### config.mk
export PLATFORM = sky130hd
export DESIGN_NAME = dpfifo_top
export DESIGN_NICKNAME = d
export VERILOG_FILES = /design/src/common/dpfifo_pkg.sv /design/src/design/dpfifo_top.sv
export SDC_FILE = /design/constraint.sdc
export NUM_CORES = 1
export LEC_CHECK = 0
export BUFFER_PORTS_ARGS = -buffer_cell sky130_fd_sc_hd__buf_2
export CAP_MARGIN = 20
export CELL_PAD_IN_SITES_DETAIL_PLACEMENT = 1
export CELL_PAD_IN_SITES_GLOBAL_PLACEMENT = 2
export CORE_ASPECT_RATIO = 1.5
export CORE_MARGIN = 2
export CORE_UTILIZATION = 40
export CTS_CLUSTER_SIZE = 40
export DETAILED_ROUTE_END_ITERATION = 6
export MAX_ROUTING_LAYER = met4
export PLACE_DENSITY = 0.95
export SYNTH_ARGS = -nofsm -noshare
export SYNTH_HDL_FRONTEND = slang
export SYNTH_SLANG_ARGS = --single-unit
### constraint.sdc
create_clock -name core_clk -period 3.3 [get_ports core_clk]
set_clock_uncertainty 0.2 [all_clocks]
set_input_delay 0.165 -clock core_clk [delete_from_list [all_inputs] [get_ports core_clk]]
set_output_delay 0.165 -clock core_clk [all_outputs]
set_load 0.005 [all_outputs]
### src/common/dpfifo_pkg.sv
package dpfifo_pkg;

    // Datapath word and FIFO shape
    localparam int DATA_W = 8;
    localparam int FIFO_DEPTH = 4;
    localparam int PTR_W = 2;
    localparam int CNT_W = 3;
    localparam int APB_ADDR_W = 8;
    localparam int APB_DATA_W = 32;

    // Register byte offsets
    localparam logic [APB_ADDR_W-1:0] CONFIG_OFFSET = 8'h00;
    localparam logic [APB_ADDR_W-1:0] AUX_CTRL_OFFSET = 8'h04;
    localparam logic [APB_ADDR_W-1:0] ACC0_OFFSET = 8'h08;
    localparam logic [APB_ADDR_W-1:0] ACC1_OFFSET = 8'h0C;
    localparam logic [APB_ADDR_W-1:0] FIFO0_DATA_OFFSET = 8'h10;
    localparam logic [APB_ADDR_W-1:0] FIFO1_DATA_OFFSET = 8'h14;
    localparam logic [APB_ADDR_W-1:0] STATUS_OFFSET = 8'h18;

    // Configuration register fields
    localparam int CFG_DIR0_LSB = 0;
    localparam int CFG_DIR1_LSB = 2;
    localparam int CFG_EDGE_BIT = 4;
    localparam int CFG_CAPTURE_BIT = 5;
    localparam int CFG_FAST0_BIT = 6;
    localparam int CFG_FAST1_BIT = 7;
    localparam int CFG_W = 8;
    localparam logic [CFG_W-1:0] CFG_RESET = 8'h00;

    // Auxiliary control register fields
    localparam int AUX_FLUSH0_BIT = 0;
    localparam int AUX_FLUSH1_BIT = 1;
    localparam int AUX_THR0_BIT = 2;
    localparam int AUX_THR1_BIT = 3;
    localparam int AUX_W = 4;
    localparam logic [AUX_W-1:0] AUX_RESET = 4'h0;

    // Status register fields
    localparam int STAT_BUS0_BIT = 0;
    localparam int STAT_BLK0_BIT = 1;
    localparam int STAT_BUS1_BIT = 2;
    localparam int STAT_BLK1_BIT = 3;
    localparam int STAT_CNT0_LSB = 4;
    localparam int STAT_CNT1_LSB = 8;

    // Direction select encodings
    localparam logic [1:0] DIR_INPUT = 2'h0;
    localparam logic [1:0] DIR_OUT_ACC0 = 2'h1;
    localparam logic [1:0] DIR_OUT_ACC1 = 2'h2;
    localparam logic [1:0] DIR_OUT_ALU = 2'h3;

    // Status thresholds
    localparam logic [CNT_W-1:0] THR_LOW = 3'h1;
    localparam logic [CNT_W-1:0] THR_HIGH = 3'h2;

endpackage : dpfifo_pkg

### src/design/dpfifo_top.sv
// The APB register port and the register offsets were decided locally.
`timescale 1ns/1ps
// Operation
// - Input direction, threshold clear: bus status while at least one byte free.
// - Input direction, threshold set: bus status while at least two bytes free.
// - Input direction: block status exactly when FIFO empty.
// - Output direction, threshold clear: bus status while at least one byte held.
// - Output direction, threshold set: bus status while at least two bytes held.
// - Output direction: block status exactly when FIFO full.
// - Bus status is an output pin usable as interrupt or DMA request.
// - Simultaneous read and write keeps occupancy and status correct.
// - Output direction with fast mode samples load control every bus clock.
// - Level mode writes accumulator every sampling cycle load control is high.
// - Edge mode captures once per rising edge of load control.
// - One edge-mode bit serves both FIFOs; edge sampled on selected clock.
// - One capture bit serves both FIFOs, effective only in output direction.
// - With capture enabled, bus read of accumulator writes it into its FIFO.
// - Capture trigger passes through chain input and output across blocks.
// - Load control ORed with software capture; either triggers a capture.
// - Writing one to flush bit resets FIFO; zero resumes operation.
// - Flush held set: single-byte register, no status, direction still applies.
// - Each FIFO holds four bytes with its own threshold bit.
// - Direction 00 bus input, 01 accumulator zero, 10 accumulator one, 11 ALU.
// - No overflow or underflow protection; pointers stay accurate.
module dpfifo_top #(
    parameter int DEPTH = dpfifo_pkg::FIFO_DEPTH
) (
    input wire logic core_clk,
    input wire logic rstn,
    input wire logic psel,
    input wire logic penable,
    input wire logic pwrite,
    input wire logic [dpfifo_pkg::APB_ADDR_W-1:0] paddr,
    input wire logic [dpfifo_pkg::APB_DATA_W-1:0] pwdata,
    output logic [dpfifo_pkg::APB_DATA_W-1:0] prdata,
    output logic pready,
    output logic pslverr,
    input wire logic dp_clk_in,
    input wire logic [dpfifo_pkg::DATA_W-1:0] accumulator_zero,
    input wire logic [dpfifo_pkg::DATA_W-1:0] accumulator_one,
    input wire logic [dpfifo_pkg::DATA_W-1:0] alu_result,
    input wire logic fifo0_load_strobe,
    input wire logic fifo1_load_strobe,
    input wire logic fifo0_dp_read,
    input wire logic fifo1_dp_read,
    output logic [dpfifo_pkg::DATA_W-1:0] fifo_zero_dout,
    output logic [dpfifo_pkg::DATA_W-1:0] fifo_one_dout,
    output logic fifo0_bus_stat,
    output logic fifo0_blk_stat,
    output logic fifo1_bus_stat,
    output logic fifo1_blk_stat,
    input wire logic [1:0] capture_chain_in,
    output logic [1:0] capture_chain_out
);
    import dpfifo_pkg::*;

    logic rst_meta_reg;
    logic rst_n_sync;
    logic [CFG_W-1:0] config_reg;
    logic [AUX_W-1:0] aux_control_reg;
    logic dp_clk_meta_reg;
    logic dp_clk_sync_reg;
    logic dp_clk_prev_reg;
    logic dp_tick;
    logic apb_rd_fire;
    logic apb_wr_fire;
    logic addr_mapped;
    logic [APB_DATA_W-1:0] prdata_next;
    logic [1:0] local_capture;
    logic [1:0] fifo_direction_select [2];
    logic [1:0] fast_mode;
    logic [1:0] fifo_flush;
    logic [1:0] fifo_status_threshold;
    logic [1:0] load_strobe;
    logic [1:0] dp_read;
    logic [1:0] bus_push;
    logic [1:0] bus_pop;
    logic [1:0] bus_stat;
    logic [1:0] blk_stat;
    logic [DATA_W-1:0] head_data [2];
    logic [CNT_W-1:0] occupancy [2];

    // Status decode shared by both FIFOs; flush disables status altogether
    function automatic logic [1:0] fifo_status(input logic [1:0] dir, input logic thr,
                                               input logic [CNT_W-1:0] cnt, input logic flush);
        logic [CNT_W-1:0] free_cnt;
        logic [CNT_W-1:0] need;
        logic [1:0] st;
        free_cnt = CNT_W'(DEPTH) - cnt;
        need = thr ? THR_HIGH : THR_LOW;
        if (dir == DIR_INPUT) begin
            st[0] = (free_cnt >= need);
            st[1] = (cnt == '0);
        end else begin
            st[0] = (cnt >= need);
            st[1] = (cnt == CNT_W'(DEPTH));
        end
        if (flush) begin
            st = 2'b00;
        end
        return st;
    endfunction : fifo_status

    // Reset release through two flops
    always_ff @(posedge core_clk or negedge rstn) begin
        if (!rstn) begin
            rst_meta_reg <= 1'b0;
            rst_n_sync <= 1'b0;
        end else begin
            rst_meta_reg <= 1'b1;
            rst_n_sync <= rst_meta_reg;
        end
    end

    // Datapath clock arrives as a slower level; its rising edge becomes a one-cycle tick
    always_ff @(posedge core_clk or negedge rst_n_sync) begin
        if (!rst_n_sync) begin
            dp_clk_meta_reg <= 1'b0;
            dp_clk_sync_reg <= 1'b0;
            dp_clk_prev_reg <= 1'b0;
        end else begin
            dp_clk_meta_reg <= dp_clk_in;
            dp_clk_sync_reg <= dp_clk_meta_reg;
            dp_clk_prev_reg <= dp_clk_sync_reg;
        end
    end
    assign dp_tick = dp_clk_sync_reg & ~dp_clk_prev_reg;

    // APB slave: zero wait states
    assign pready = 1'b1;
    assign apb_rd_fire = psel & penable & ~pwrite;
    assign apb_wr_fire = psel & penable & pwrite;
    always_comb begin
        case (paddr)
            CONFIG_OFFSET, AUX_CTRL_OFFSET, ACC0_OFFSET, ACC1_OFFSET,
            FIFO0_DATA_OFFSET, FIFO1_DATA_OFFSET, STATUS_OFFSET: addr_mapped = 1'b1;
            default: addr_mapped = 1'b0;
        endcase
    end
    assign pslverr = psel & penable & ~addr_mapped;

    always_ff @(posedge core_clk or negedge rst_n_sync) begin
        if (!rst_n_sync) begin
            config_reg <= CFG_RESET;
        end else if (apb_wr_fire && paddr == CONFIG_OFFSET) begin
            config_reg <= pwdata[CFG_W-1:0];
        end
    end

    always_ff @(posedge core_clk or negedge rst_n_sync) begin
        if (!rst_n_sync) begin
            aux_control_reg <= AUX_RESET;
        end else if (apb_wr_fire && paddr == AUX_CTRL_OFFSET) begin
            aux_control_reg <= pwdata[AUX_W-1:0];
        end
    end

    assign fifo_direction_select[0] = config_reg[CFG_DIR0_LSB +: 2];
    assign fifo_direction_select[1] = config_reg[CFG_DIR1_LSB +: 2];
    assign fast_mode = {config_reg[CFG_FAST1_BIT], config_reg[CFG_FAST0_BIT]};
    assign fifo_flush = {aux_control_reg[AUX_FLUSH1_BIT], aux_control_reg[AUX_FLUSH0_BIT]};
    assign fifo_status_threshold = {aux_control_reg[AUX_THR1_BIT], aux_control_reg[AUX_THR0_BIT]};
    assign load_strobe = {fifo1_load_strobe, fifo0_load_strobe};
    assign dp_read = {fifo1_dp_read, fifo0_dp_read};

    // Accumulator reads raise the capture trigger; chain passes it on unchanged
    assign local_capture[0] = apb_rd_fire & (paddr == ACC0_OFFSET) & config_reg[CFG_CAPTURE_BIT];
    assign local_capture[1] = apb_rd_fire & (paddr == ACC1_OFFSET) & config_reg[CFG_CAPTURE_BIT];
    assign capture_chain_out = local_capture | capture_chain_in;

    assign bus_push[0] = apb_wr_fire & (paddr == FIFO0_DATA_OFFSET) & (fifo_direction_select[0] == DIR_INPUT);
    assign bus_push[1] = apb_wr_fire & (paddr == FIFO1_DATA_OFFSET) & (fifo_direction_select[1] == DIR_INPUT);
    assign bus_pop[0] = apb_rd_fire & (paddr == FIFO0_DATA_OFFSET) & (fifo_direction_select[0] != DIR_INPUT);
    assign bus_pop[1] = apb_rd_fire & (paddr == FIFO1_DATA_OFFSET) & (fifo_direction_select[1] != DIR_INPUT);

    for (genvar i = 0; i < 2; i++) begin : g_fifo
        logic [DATA_W-1:0] mem [DEPTH];
        logic [PTR_W-1:0] wr_ptr_reg;
        logic [PTR_W-1:0] rd_ptr_reg;
        logic [CNT_W-1:0] count_reg;
        logic [CNT_W-1:0] count_next;
        logic load_prev_reg;
        logic is_output;
        logic sample_tick;
        logic hw_write;
        logic sw_capture;
        logic push;
        logic pop;
        logic [DATA_W-1:0] push_data;
        logic [PTR_W-1:0] wr_index;
        logic [PTR_W-1:0] rd_index;

        assign is_output = (fifo_direction_select[i] != DIR_INPUT);
        // Fast mode trades power for bus-clock capture resolution
        assign sample_tick = (is_output && fast_mode[i]) ? 1'b1 : dp_tick;

        // Edge history advances only on the selected FIFO clock
        always_ff @(posedge core_clk or negedge rst_n_sync) begin
            if (!rst_n_sync) begin
                load_prev_reg <= 1'b0;
            end else if (sample_tick) begin
                load_prev_reg <= load_strobe[i];
            end
        end

        always_comb begin
            if (config_reg[CFG_EDGE_BIT]) begin
                hw_write = sample_tick & load_strobe[i] & ~load_prev_reg;
            end else begin
                hw_write = sample_tick & load_strobe[i];
            end
        end

        assign sw_capture = capture_chain_out[i] & config_reg[CFG_CAPTURE_BIT] & is_output;

        always_comb begin
            case (fifo_direction_select[i])
                DIR_OUT_ACC0: push_data = accumulator_zero;
                DIR_OUT_ACC1: push_data = accumulator_one;
                DIR_OUT_ALU: push_data = alu_result;
                default: push_data = pwdata[DATA_W-1:0];
            endcase
        end

        assign push = is_output ? (hw_write | sw_capture) : bus_push[i];
        assign pop = is_output ? bus_pop[i] : (dp_tick & dp_read[i]);

        // Flush holds the FIFO as one slot at index zero
        assign wr_index = fifo_flush[i] ? '0 : wr_ptr_reg;
        assign rd_index = fifo_flush[i] ? '0 : rd_ptr_reg;

        always_ff @(posedge core_clk) begin
            if (push) begin
                mem[wr_index] <= push_data;
            end
        end

        // Overflow writes the front slot; underflow leaves pointers alone
        always_comb begin
            count_next = count_reg;
            if (push && !pop && count_reg != CNT_W'(DEPTH)) begin
                count_next = count_reg + CNT_W'(1);
            end else if (pop && !push && count_reg != '0) begin
                count_next = count_reg - CNT_W'(1);
            end else if (pop && push && count_reg == '0) begin
                count_next = CNT_W'(1);
            end
        end

        always_ff @(posedge core_clk or negedge rst_n_sync) begin
            if (!rst_n_sync) begin
                wr_ptr_reg <= '0;
                rd_ptr_reg <= '0;
                count_reg <= '0;
            end else if (fifo_flush[i]) begin
                wr_ptr_reg <= '0;
                rd_ptr_reg <= '0;
                count_reg <= '0;
            end else begin
                if (push) begin
                    wr_ptr_reg <= wr_ptr_reg + PTR_W'(1);
                end
                if ((pop && count_reg != '0) || (push && !pop && count_reg == CNT_W'(DEPTH))) begin
                    rd_ptr_reg <= rd_ptr_reg + PTR_W'(1);
                end
                count_reg <= count_next;
            end
        end

        assign head_data[i] = mem[rd_index];
        assign occupancy[i] = count_reg;
        assign {blk_stat[i], bus_stat[i]} = fifo_status(fifo_direction_select[i],
                                                       fifo_status_threshold[i], count_reg, fifo_flush[i]);
    end

    // Head bytes to the datapath come from flops
    always_ff @(posedge core_clk or negedge rst_n_sync) begin
        if (!rst_n_sync) begin
            fifo_zero_dout <= '0;
            fifo_one_dout <= '0;
        end else begin
            fifo_zero_dout <= head_data[0];
            fifo_one_dout <= head_data[1];
        end
    end

    assign fifo0_bus_stat = bus_stat[0];
    assign fifo0_blk_stat = blk_stat[0];
    assign fifo1_bus_stat = bus_stat[1];
    assign fifo1_blk_stat = blk_stat[1];

    // Read data latched in the setup phase, so it is stable through the access phase
    always_comb begin
        prdata_next = '0;
        case (paddr)
            CONFIG_OFFSET: prdata_next[CFG_W-1:0] = config_reg;
            AUX_CTRL_OFFSET: prdata_next[AUX_W-1:0] = aux_control_reg;
            ACC0_OFFSET: prdata_next[DATA_W-1:0] = accumulator_zero;
            ACC1_OFFSET: prdata_next[DATA_W-1:0] = accumulator_one;
            FIFO0_DATA_OFFSET: prdata_next[DATA_W-1:0] = head_data[0];
            FIFO1_DATA_OFFSET: prdata_next[DATA_W-1:0] = head_data[1];
            STATUS_OFFSET: begin
                prdata_next[STAT_BUS0_BIT] = bus_stat[0];
                prdata_next[STAT_BLK0_BIT] = blk_stat[0];
                prdata_next[STAT_BUS1_BIT] = bus_stat[1];
                prdata_next[STAT_BLK1_BIT] = blk_stat[1];
                prdata_next[STAT_CNT0_LSB +: CNT_W] = occupancy[0];
                prdata_next[STAT_CNT1_LSB +: CNT_W] = occupancy[1];
            end
            default: prdata_next = '0;
        endcase
    end

    always_ff @(posedge core_clk or negedge rst_n_sync) begin
        if (!rst_n_sync) begin
            prdata <= '0;
        end else if (psel && !penable && !pwrite) begin
            prdata <= prdata_next;
        end
    end

endmodule : dpfifo_top

==> impl_results.md, run 1 <==
- Final worst path period need: about 2.8 ns
- Number of nets with antenna violations after detailed routing: 0
- CP arrival: between 2 and 2.5 ns
- Setup WS pre-CTS: between 0.5 and 0.6 ns
- Number of register bits inferred by synthesis: ~120
- Netlist area before placement: 0.00639 mm^2
- Maximum frequency from static timing analysis: about 0.35 GHz
- Wire length of the first global-routing pass: 29000 um
- Cell leakage power: about 0.0031 uW
- Transition time at the pin with the least slew margin: 0.912 ns
- Number of buffers added on ports: between 80 and 90
- Number of flops mapped to enable cells by yosys: 64
- Overall fraction of global-route tracks in use: 23.4%
- Final period util: a little under nine tenths
- Vias in the first global route: a little over 5000
- Die Area: between 0.015 and 0.02 mm^2
- Max-Slew Margin vs Limit: just under 40%
- Number of vias per cell: 5.84
- Fraction of registers with async set/reset: roughly half
- Total vias in the final route: just under 5000
- Final std cell area, no fill: approximately 0.0076 mm^2
- Most instantiated flip-flop cell in the synthesis netlist: edfxtp_1
- Post-layout net count: approximately 700
- Most flops, register: g_fifo.mem
- Non-Filler Instances: just over 800
- Clock root buffer: clkbuf_16
- Chip Width: ~110 um
- Worst supply voltage drop on vdd: 320 uV
- Final setup violation count: 0
- Area growth from synthesis to layout: 19.3%
- Share of final-layout standard cells stronger than drive strength 1: between 20% and 30%
- Die height: 159 um
- Number of clock buffers inserted by TritonCTS: 17
- Flip-flop count of the largest register, all copies and words added: 64
- DR iter-0 viols: 288
- Cell type with the highest aggregate area in the netlist: edfxtp_1
- Maximum fanout along the worst path: 5
- Outcome: finished, final reports clean
- Final Hold Violating Endpoints: 0
- Max-cap viol count: 0
- Cell Count Post-Placement: between 700 and 800
- Initial antenna violation count: 0
- DRT Wirelength: around 19000 um
- Count of unresolved DRC violations after routing: 0
- Synthesized area divided by synthesized cell count: 12.7 um^2
- CTS tree: done
- Number of top-level pins: 132
- RSZ-0062 raised after global routing: no
- Rows: between 50 and 60
- Mapped Cells: between 500 and 600
- Antenna Cells: 0
- Post-layout worst setup margin: approximately 0.47 ns
- Count of H-tree levels built during CTS: 4
- Grt ovf: 0
- Placer congestion estimate: between 0.8 and 0.9
- Area of the core: between 0.015 and 0.02 mm^2
- Yosys warning total: 0
- Worst min path class: in -> reg
- Required time worst endpoint: between 2 and 3 ns
- Type of destination of the critical path: output port
- Startpoint-to-endpoint class of the critical path: reg -> out
- Registers with the most flip-flops: g_fifo.mem: 64 flops, prdata: 11 flops
- Fraction of post-synthesis cell area in the top cell type by area: 30.1%
- Wirelength per Cell: between 20 and 25 um
- First drt pass iteration count: 5
- Placed standard-cell area: between 0.006 and 0.007 mm^2
- Total number of clock tree sinks: approximately 120
- Layout filler cell count: around 1700
- HPWL reported at the end of detailed placement: roughly 14000 um
- Post-CTS resize count: 0
- Clock insertion delay at the later pin of the skew report: 0.42 ns
- Pin count of the biggest net entering global routing: 59
- Power density over cell area: 676 mW/mm^2
- Post-synthesis sequential area ratio: between 50 and 60%
- Final slew viol count: 0
- Critical Path Start Type: flip-flop
- Reg clk slew, reported paths: 0.06 ns
- Max Root-Sink Buffers: 2
- Initial core utilization: 40.9%
- Synth cell types: 79
- Main area contributors after synthesis: edfxtp_1 30%, dfrtp_1 23%, mux4_2 6.7%
- Setup TNS: 0 ns
[through the flow]
step	total power [uW]	hold WS, ns	util [%]
4_1_cts	5160	0.0186	48.8
5_1_grt	5390	0.0438	48.8
3_5_place_dp	3390	-0.248	44.4
6_report	5160	0.0296	48.8
3_3_place_gp	3300	-0.251	44.4
2_1_floorplan	2870	-0.331	-
[cell usage in the layout, fill, tap and decap left out, types with 3 or more instances in the layout]
cell type / instances
buf_4: 12
mux2i_1: 22
nor3b_1: 3
inv_1: 12
a31oi_1: 6
nand4_1: 3
a22o_1: 4
a21o_1: 3
a22oi_1: 6
clkinv_2: 4
mux4_2: 19
xnor2_1: 3
clkbuf_16: 17
a2111oi_0: 4
xor2_1: 3
a221oi_1: 3
nand3_1: 11
nand2b_1: 4
nor2_1: 42
nand2_1: 28
o22ai_1: 3
dfrtp_1: 59
nor3_1: 5
and3_1: 5
conb_1: 23
nor4b_1: 4
edfxtp_1: 64
o22a_1: 17
mux2_2: 15
buf_2: 85
nor2b_1: 3
dlygate4sd3_1: 13
o211ai_1: 3
clkinvlp_4: 5
ha_1: 14
and2_1: 3
a21oi_1: 24
o21ai_0: 6
o31ai_1: 3
[critical path, cell delays in order (launching register included)]
cell and delay, ns:
dfrtp_1 0.46, inv_1 0.11, ha_1 0.34, ha_1 0.29, a2111oi_0 0.47, nor3_1 0.20
buf_2 0.18
[final cells by class]
| type | instances | area, um^2 | area share, % |
|---|---|---|---|
| sequential | 124 | 3420 | 44.9 |
| multi-input combinational | 342 | 2700 | 35.5 |
| timing repair buffer | 110 | 646 | 8.47 |
| clock buffer | 18 | 429 | 5.63 |
| tap | 203 | 254 | 3.33 |
| clock inverter | 14 | 123 | 1.61 |
| inverter | 12 | 45.0 | 0.591 |
[cells in the mapped netlist (4+ instances only)]
library cell / instances
inv_1: 12
o22a_1: 17
nor2_1: 42
a21oi_1: 24
nor4b_1: 4
and3_1: 5
mux4_2: 19
nand2b_1: 4
ha_1: 14
mux2_2: 15
a2111oi_0: 4
dfrtp_1: 60
buf_6: 5
a31oi_1: 6
a22oi_1: 6
buf_4: 23
nand3_1: 11
edfxtp_1: 64
nor3_1: 5
mux2i_1: 22
a22o_1: 4
o21ai_0: 6
nand2_1: 28
clkbuf_1: 11
[path summary, 6_finish.rpt]
kind | start | endpoint | slack (ns) | cells past startpoint
min in group asynchronous | rst_n_sync$_DFF_PN0_ | fifo_one_dout[7]$_DFF_PN0_ | 0.19 | 1
worst max-delay path | g_fifo[0].count_reg[1]$_DFFE_PN0P_ | fifo0_bus_stat | 0.47 | 6
worst min-delay path | paddr[1] | prdata[8]$_DFFE_PN0P_ | 0.03 | 4
max in group asynchronous | rst_n_sync$_DFF_PN0_ | fifo_one_dout[0]$_DFF_PN0_ | 2.13 | 1
worst max register to register | g_fifo[0].count_reg[1]$_DFFE_PN0P_ | prdata[0]$_DFFE_PN0P_ | 0.60 | 8
worst min register to register | rst_meta_reg$_DFF_PN0_ | rst_n_sync$_DFF_PN0_ | 0.15 | 0
[power breakdown]
group / switching, uW / internal (uW)
logic: 768 / 591
clock network: 723 / 1030
registers: 220 / 1820
[per-layer routing]
metal	wire length [um]	global-route usage, %
met4	886	11.5
met1	6990	26.6
met5	0	-
met2	9630	39.0
met3	1350	4.80
[kinds of logic after synthesis]
kind of cell             count (synthesis)  share of synthesized area (%)
buffers and inverters                   57                           5.35
other                                    2                          0.118
multiplexers                            57                           13.0
AND/OR/NAND/NOR                        133                           11.3
AO/OA/AOI/OAI                          109                           13.1
XOR/XNOR                                 6                          0.823
adder cells (fa/ha/maj)                 14                           2.74
flip-flops                             124                           53.6
[what timing repair did]
| action | CTS | global route |
|---|---|---|
| setup endpoints to repair | 0 | 0 |
| hold buffers | 13 | 0 |
| buffers inserted | 0 | 0 |
| hold endpoints to repair | 17 | 0 |
(Power assumes the default switching activity.)
==> run 2: changes to the inputs <==
--- a/config.mk
+++ b/config.mk
@@ -5,17 +5,18 @@
 export SDC_FILE = /design/constraint.sdc
 export NUM_CORES = 1
 export LEC_CHECK = 0
+export ABC_AREA = 1
 export BUFFER_PORTS_ARGS = -buffer_cell sky130_fd_sc_hd__buf_2
 export CAP_MARGIN = 20
 export CELL_PAD_IN_SITES_DETAIL_PLACEMENT = 1
 export CELL_PAD_IN_SITES_GLOBAL_PLACEMENT = 2
 export CORE_ASPECT_RATIO = 1.5
 export CORE_MARGIN = 2
-export CORE_UTILIZATION = 40
+export CORE_UTILIZATION = 36
 export CTS_CLUSTER_SIZE = 40
 export DETAILED_ROUTE_END_ITERATION = 6
 export MAX_ROUTING_LAYER = met4
-export PLACE_DENSITY = 0.95
+export PLACE_DENSITY = 0.94
 export SYNTH_ARGS = -nofsm -noshare
 export SYNTH_HDL_FRONTEND = slang
 export SYNTH_SLANG_ARGS = --single-unit
==> run 2 against run 1 <==
Against the previous run: largest power group unchanged; sequential share of layout area down 0.37 points; power fell by 0.60%; synthesized area down 0.37%; critical endpoint is now prdata[4]$_DFFE_PN0P_; non-clock buffer count increased by 4; final area increased by 0.82%.
==> impl_results.md, run 2 <==
- Outcome: finished, final reports clean
- Number of vias per cell: 5.20 (-11%)
- Rows: 59 (+5.4%)
- Critical Path Start Type: flip-flop
- Setup fix buffers added after clock tree synthesis: 0 (unchanged)
- Vias in the first global route: 5539 (+8.2%)
- Type of destination of the critical path: flip-flop
- Overall fraction of global-route tracks in use: 21.5% (-1.9 points)
- Delay-heaviest family, CP: buffers and inverters
- Layout filler cell count: 2026 (+22%)
- Total number of clock tree sinks: 124 (unchanged)
- Reg clk slew, reported paths: 0.06 ns (about the same)
- Cell Count Post-Placement: 969 (+25%)
- Grt ovf: 0 (unchanged)
- Power density over cell area: 667 mW/mm^2 (-1.4%)
- Total vias in the final route: 5286 (+10%)
- Number of flops mapped to enable cells by yosys: 64 (unchanged)
- Cell at the slowest stage of the critical path: dlygate4sd3_1
- Cell with the most instances after synthesis: nand2_1
- Final period util: 87.5% (+1.8 points)
- Main area contributors after synthesis: edfxtp_1 30%, dfrtp_1 24%, nand2_1 10%
- Cell leakage power: 0.00345 uW (+12%)
- Fraction of post-synthesis cell area in the top cell type by area: 30.2% (+0.11 points)
- Maximum fanout along the worst path: 8 (+3)
- Clock insertion delay at the later pin of the skew report: 0.42 ns (about the same)
- Flip-flop count of the largest register, all copies and words added: 64 (unchanged)
- Most frequent cells in the layout: 169 x nand2_1, 85 x buf_2, 64 x edfxtp_1, 59 x dfrtp_1, 58 x inv_1
- Count of hold-fix buffers inserted at cts: 16 (+3)
- Die Area: 0.0188 mm^2 (+10%)
- Biggest cell delay along the critical path: 0.59 ns (+0.12 ns)
- DRT Wirelength: 18900 um (+0.30%)
- Sequential cell area: 0.00342 mm^2 (unchanged)
- Transition time at the pin with the least slew margin: 0.674 ns (-0.238 ns)
- Final slew viol count: 0 (unchanged)
- Share of final-layout standard cells stronger than drive strength 1: 23.1% (-6.7 points)
- Registers with the most flip-flops: g_fifo.mem: 64 flops, prdata: 11 flops
- Maximum frequency from static timing analysis: 0.346 GHz (-2.0%)
- CTS tree: done
- HPWL reported at the end of detailed placement: 14400 um (+5.3%)
- Netlist area before placement: 0.00637 mm^2 (-0.37%)
- Count of H-tree levels built during CTS: 4 (unchanged)
- Cell types with the highest counts after synthesis: 169 x nand2_1, 64 x edfxtp_1, 60 x dfrtp_1
- Post-CTS resize count: 0 (unchanged)
- Fraction of registers with async set/reset: 48.4% (unchanged)
- Synthesized area divided by synthesized cell count: 9.45 um^2 (-26%)
- Clock root buffer: clkbuf_16
- Most common cell after layout, fill and taps aside: nand2_1
- Max Root-Sink Buffers: 2 (unchanged)
- Sum of buffers and inverters on the critical path: 2 (unchanged)
- Startpoint-to-endpoint class of the critical path: reg -> reg
- Area of the core: 0.0173 mm^2 (+11%)
- Synth cell types: 44 (-44%)
- Total area of multi-input combinational cells: 0.00251 mm^2 (-7.3%)
- Post-synthesis sequential area ratio: 53.8% (+0.20 points)
- Most instantiated flip-flop cell in the synthesis netlist: edfxtp_1
- CP arrival: 3.00 ns (+0.53 ns)
- DR iter-0 viols: 250 (-13%)
- Post-layout worst setup margin: 0.411 ns (-0.0586 ns)
- Number of buffers added on ports: 85 (unchanged)
- List of cells traversed by the critical path: nor2_1 > inv_1 > o21ai_0 > o22ai_1 > nand2_1 > nand4_1 > o21ai_1 > dlygate4sd3_1 > nand2_1
- Wire length of the first global-routing pass: 30100 um (+3.9%)
- Yosys warning total: 0 (unchanged)
- First drt pass iteration count: 5 (unchanged)
- Max-Slew Margin vs Limit: 55.1% (+16 points)
- Cell type with the highest aggregate area in the netlist: edfxtp_1
- Placer congestion estimate: 0.872 (-0.55%)
- Count of unresolved DRC violations after routing: 0 (unchanged)
- Post-layout net count: 881 (+26%)
- Final setup violation count: 0 (unchanged)
- Worst supply voltage drop on vdd: 272 uV (-15%)
- Finished Core Util: 44.3% (-4.5 points)
- Worst hold slack: 0.0241 ns (-0.00550 ns)
- Non-Filler Instances: 1017 (+24%)
- Mapped Cells: 674 (+34%)
- RSZ-0062 raised after global routing: no
- Max-cap viol count: 0 (unchanged)
- Antenna Cells: 0 (unchanged)
- Die height: 167 um (+5.1%)
- Area growth from synthesis to layout: 20.8%
- Required time worst endpoint: 3.41 ns (+0.48 ns)
- Worst min path class: in -> reg
- Final worst path period need: 2.89 ns (+0.0586 ns)
- Number of nets with antenna violations after detailed routing: 0 (unchanged)
- Pin count of the biggest net entering global routing: 33 (-44%)
- Number of register bits inferred by synthesis: 124 (unchanged)
- Number of top-level pins: 132 (unchanged)
- Dominant cell type by count on the critical path: nand2_1
- Initial antenna violation count: 0 (unchanged)
- Most flops, register: g_fifo.mem
- Wirelength per Cell: 18.6 um (-19%)
- Initial core utilization: 36.7% (-4.2 points)
- Number of clock buffers inserted by TritonCTS: 17 (unchanged)
- Final Hold Violating Endpoints: 0 (unchanged)
- Chip Width: 113 um (+5.0%)
- Setup WS pre-CTS: 0.868 ns (+0.311 ns)
- Setup TNS: 0 ns (unchanged)
-- run 2: cell count changes in the layout (fill, tap and decap cells not counted), moves of 12 or more --
| cell | change |
|---|---|
| nand2_1 | +141 |
| inv_1 | +46 |
| o21ai_0 | +34 |
| mux2i_1 | -21 |
| mux4_2 | -19 |
| o22a_1 | -17 |
| mux2_2 | -13 |
| o22ai_1 | +13 |
| nand2_2 | +12 |
-- run 2: where the power goes --
group	switching, uW	total (uW)	internal, uW
sequential	155	1990	1840
clock	729	1700	973
combinational	918	1430	514
-- run 2: kinds of logic (layout without fill, tap and decap cells) --
kind of cell | Yosys count | count (layout) | share of synthesized area [%]
xor gates and xnor gates | 4 | 4 | 0.550
adders and majority gates | 14 | 14 | 2.75
DFF | 124 | 124 | 53.8
muxes | 3 | 3 | 0.511
buffers and inverters | 107 | 216 | 8.08
and+or+nand+nor | 302 | 302 | 22.3
AOI/OAI and AO/OA | 118 | 118 | 11.9
other | 2 | 23 | 0.118
-- run 2: layer usage --
| layer | global-route usage (%) | up-vias | share of wire (%) |
|---|---|---|---|
| li1 | - | 2485 | - |
| met1 | 24.7 | 2568 | 39 |
| met2 | 37.1 | 186 | 53 |
| met3 | 2.47 | 47 | 4.2 |
| met4 | 10.7 | 0 | 4.0 |
| met5 | - | - | 0 |
-- run 2: per-stage QoR --
step           area, um^2  total power, uW
3_5_place_dp         6990             3450
3_3_place_gp         6990             3380
5_1_grt              7690             5410
6_report             7690             5130
4_1_cts              7690             5170
2_1_floorplan        6440             2880
-- run 2: cell type report --
type,instances,share of cell area (%)
Multi-Input combinational cell,464,32.6
Clock inverter,14,1.45
Timing Repair Buffer,114,8.89
Tap cell,213,3.47
Sequential cell,124,44.5
Inverter,70,3.45
Clock buffer,18,5.58
-- run 2: path summary, 6_finish.rpt --
kind | start | endpoint | slack [ns] | cells past startpoint
min in group asynchronous | rst_n_sync$_DFF_PN0_ | dp_clk_prev_reg$_DFF_PN0_ | 0.10 | 0
hold reg to reg | rst_n_sync$_DFF_PN0_ | dp_clk_prev_reg$_DFF_PN0_ | 0.10 | 0
setup reg to reg | aux_control_reg[0]$_DFFE_PN0P_ | prdata[4]$_DFFE_PN0P_ | 0.41 | 9
hold / removal | accumulator_one[3] | prdata[3]$_DFFE_PN0P_ | 0.02 | 5
max in group asynchronous | rst_n_sync$_DFF_PN0_ | fifo_one_dout[4]$_DFF_PN0_ | 1.88 | 1
setup / recovery | aux_control_reg[0]$_DFFE_PN0P_ | prdata[4]$_DFFE_PN0P_ | 0.41 | 9
-- run 2: tightest hold or removal path, delay by kind of cell --
| kind | cells | cell delay [ns] |
|---|---|---|
| compound gates | 1 | 0.11 |
| buf+inv | 1 | 0.12 |
| simple gates | 3 | 0.21 |
==> run 3: changes to the inputs <==
--- a/config.mk
+++ b/config.mk
@@ -15,6 +15,7 @@
 export CORE_UTILIZATION = 36
 export CTS_CLUSTER_SIZE = 40
 export DETAILED_ROUTE_END_ITERATION = 6
+export HOLD_SLACK_MARGIN = 0.15
 export MAX_ROUTING_LAYER = met4
 export PLACE_DENSITY = 0.94
 export SYNTH_ARGS = -nofsm -noshare
==> run 3 against run 2 <==
Against the previous run: power up 0.77%; worst setup slack got worse by 0.15 ns; highest routed layer unchanged; final area increased by 4.4%; sequential cell count is the same; via count up 3.3%; sequential share of layout area decreased by 1.9 points; sequential power barely moved; clock-buffer cell count did not move; non-clock buffer count increased by 33; combinational power is 3% higher; clock power barely moved; die area unchanged; critical path type is now in -> reg.
==> impl_results.md, run 3 (same netlist as run 2, synthesis figures left out) <==
- Power density over cell area: 644 mW/mm^2 (-3.4%)
- Type of destination of the critical path: flip-flop
- Initial core utilization: 36.7% (unchanged)
- Count of H-tree levels built during CTS: 4 (unchanged)
- DR WL met3: 885 um (+11%)
- Launch point of the worst reg-to-reg path: aux_control_reg[0]$_DFFE_PN0P_
- Critical Path Start Type: primary input
- Total number of clock tree sinks: 124 (unchanged)
- Length in cells of the worst reg-to-reg path: 10 (+1)
- Area growth from synthesis to layout: 26.0%
- Max-cap viol count: 0 (unchanged)
- Layout filler cell count: 2014 (-0.59%)
- Detailed-routing wirelength on met1: 7540 um (+1.8%)
- Setup TNS: 0 ns (unchanged)
- Total area of multi-input combinational cells: 0.00251 mm^2 (unchanged)
- Sequential cell area: 0.00342 mm^2 (unchanged)
- CP arrival: 3.20 ns (+0.20 ns)
- Most common cell after layout, fill and taps aside: nand2_1
- Met2 wire len: 10400 um (+4.8%)
- Final period util: 92.1% (+4.5 points)
- Required time worst endpoint: 3.46 ns (+0.05 ns)
- Number of clock buffers inserted by TritonCTS: 17 (unchanged)
- Clock insertion delay at the later pin of the skew report: 0.42 ns (about the same)
- Post-layout net count: 914 (+3.7%)
- Number of buffers added on ports: 85 (unchanged)
- Worst supply voltage drop on vdd: 276 uV (+1.4%)
- Rows: 59 (unchanged)
- First drt pass iteration count: 5 (unchanged)
- Setup slack on the worst flop-to-flop path: 0.30 ns (-0.11 ns)
- Placer congestion estimate: 0.872 (unchanged)
- Finished Core Util: 46.2% (+1.9 points)
- Worst min path class: in -> reg
- DRT Wirelength: 19800 um (+4.6%)
- DR iter-0 viols: 325 (+30%)
- Number of top-level pins: 132 (unchanged)
- HPWL reported at the end of detailed placement: 14400 um (unchanged)
- Reg clk slew, reported paths: 0.06 ns (about the same)
- Die height: 167 um (unchanged)
- Most flops, register: g_fifo.mem
- Share of final-layout standard cells stronger than drive strength 1: 22.3% (-0.79 points)
- Count of unresolved DRC violations after routing: 0 (unchanged)
- Maximum frequency from static timing analysis: 0.329 GHz (-4.9%)
- Cell leakage power: 0.00360 uW (+4.2%)
- Transition time at the pin with the least slew margin: 0.652 ns (-0.0223 ns)
- Wirelength per Cell: 18.8 um (+1.3%)
- Max-Slew Margin vs Limit: 56.3% (+1.2 points)
- Pin count of the biggest net entering global routing: 33 (unchanged)
- Area of the core: 0.0173 mm^2 (unchanged)
- Overall fraction of global-route tracks in use: 22.5% (+0.93 points)
- Vias in the first global route: 5743 (+3.7%)
- Wire length of the first global-routing pass: 31400 um (+4.3%)
- Initial antenna violation count: 0 (unchanged)
- Capture endpoint of the worst hold path: prdata[9]$_DFFE_PN0P_
- Die Area: 0.0188 mm^2 (unchanged)
- Final Hold Violating Endpoints: 0 (unchanged)
- Number of vias per cell: 5.20 (about the same)
- Clock root buffer: clkbuf_16
- Chip Width: 113 um (unchanged)
- End of the worst register-to-register path: prdata[3]$_DFFE_PN0P_
- Flip-flop count of the largest register, all copies and words added: 64 (unchanged)
- CTS tree: done
- Outcome: finished, final reports clean
- Antenna Cells: 0 (unchanged)
- Maximum fanout along the worst path: 6 (-2)
- RSZ-0062 raised after global routing: no
- Grt ovf: 0 (unchanged)
- Final setup violation count: 0 (unchanged)
- Total vias in the final route: 5461 (+3.3%)
- Startpoint of the worst hold path: paddr[2]
- Depth of the worst hold-timing path: 4 (-1)
- Final worst path period need: 3.04 ns (+0.150 ns)
- Registers with the most flip-flops: g_fifo.mem: 64 flops, prdata: 11 flops
- Number of nets with antenna violations after detailed routing: 0 (unchanged)
- Most frequent cells in the layout: 169 x nand2_1, 85 x buf_2, 64 x edfxtp_1, 59 x dfrtp_1, 58 x inv_1
- Highest metal layer with signal wires: met4
- Startpoint-to-endpoint class of the critical path: in -> reg
- Max Root-Sink Buffers: 2 (unchanged)
- Setup fix buffers added after clock tree synthesis: 0 (unchanged)
- Final slew viol count: 0 (unchanged)
==> run 3: changes by cell type in the layout (fill, tap and decap cells not counted), sizes merged <==
cell	previous run	this run
dlygate4sd3	16	48
buf	98	99
==> run 3: worst max path at each step <==
stage                                         end  slack, ns  cells past startpoint                      startpoint
CTS                         prdata[3]$_DFFE_PN0P_       0.28                     13                        paddr[0]
detailed placement          prdata[3]$_DFFE_PN0P_       0.87                      9  aux_control_reg[0]$_DFFE_PN0P_
global placement            prdata[3]$_DFFE_PN0P_       0.90                      9  aux_control_reg[0]$_DFFE_PN0P_
global route                prdata[3]$_DFFE_PN0P_       0.13                     13                        paddr[0]
finish                      prdata[3]$_DFFE_PN0P_       0.26                     13                        paddr[0]
floorplan           g_fifo[0].mem[0][0]$_DFFE_PP_       1.05                     10       config_reg[1]$_DFFE_PN0P_
==> run 3: critical path: stages <==
cell and delay (ns):
dlygate4sd3_1 0.53, buf_2 0.13, nor2_4 0.15, dlygate4sd3_1 0.58
nand3_1 0.29, inv_1 0.31, nor3_1 0.07, nand2_1 0.12
nand2_1 0.06, inv_1 0.04, o21ai_0 0.09, dlygate4sd3_1 0.59
nand2_1 0.06
==> run 3: through the flow <==
stage | hold slack (ns) | power, uW | area (um^2) | worst slack, ns | std cells
finish | 0.154 | 5160 | 8020 | 0.261 | 1050
global placement | -0.249 | 3380 | 6990 | 0.898 | 969
floorplan | -0.331 | 2880 | 6440 | 1.05 | 695
detailed placement | -0.247 | 3450 | 6990 | 0.868 | 969
global route | 0.160 | 5450 | 8020 | 0.132 | 1050
CTS | 0.152 | 5190 | 8010 | 0.276 | 1049
==> run 3: layer usage <==
metal  track usage (%)  vias up
met1              25.4     2655
met5                 -        -
met3              2.47       52
li1                  -     2552
met2              38.9      202
met4              11.5        0
==> run 3: repair_timing <==
item / in CTS / in global routing
hold buffers: 48 / 0
endpoints found under the hold margin: 110 / 0
resized for setup: 0 / 0
==> run 3: final cells by class <==
| type | instances | share of cell area [%] |
|---|---|---|
| well taps | 213 | 3.32 |
| clock buffers | 18 | 5.35 |
| repair buffers | 147 | 12.7 |
| multi-input cells | 464 | 31.3 |
| inverters | 70 | 3.31 |
| flip-flops and latches | 124 | 42.7 |
| clock inverters | 14 | 1.39 |
==> run 3: power breakdown <==
part	internal, uW	switching (uW)	total (uW)
registers	1840	148	1990
logic	536	940	1480
clock network	973	731	1700
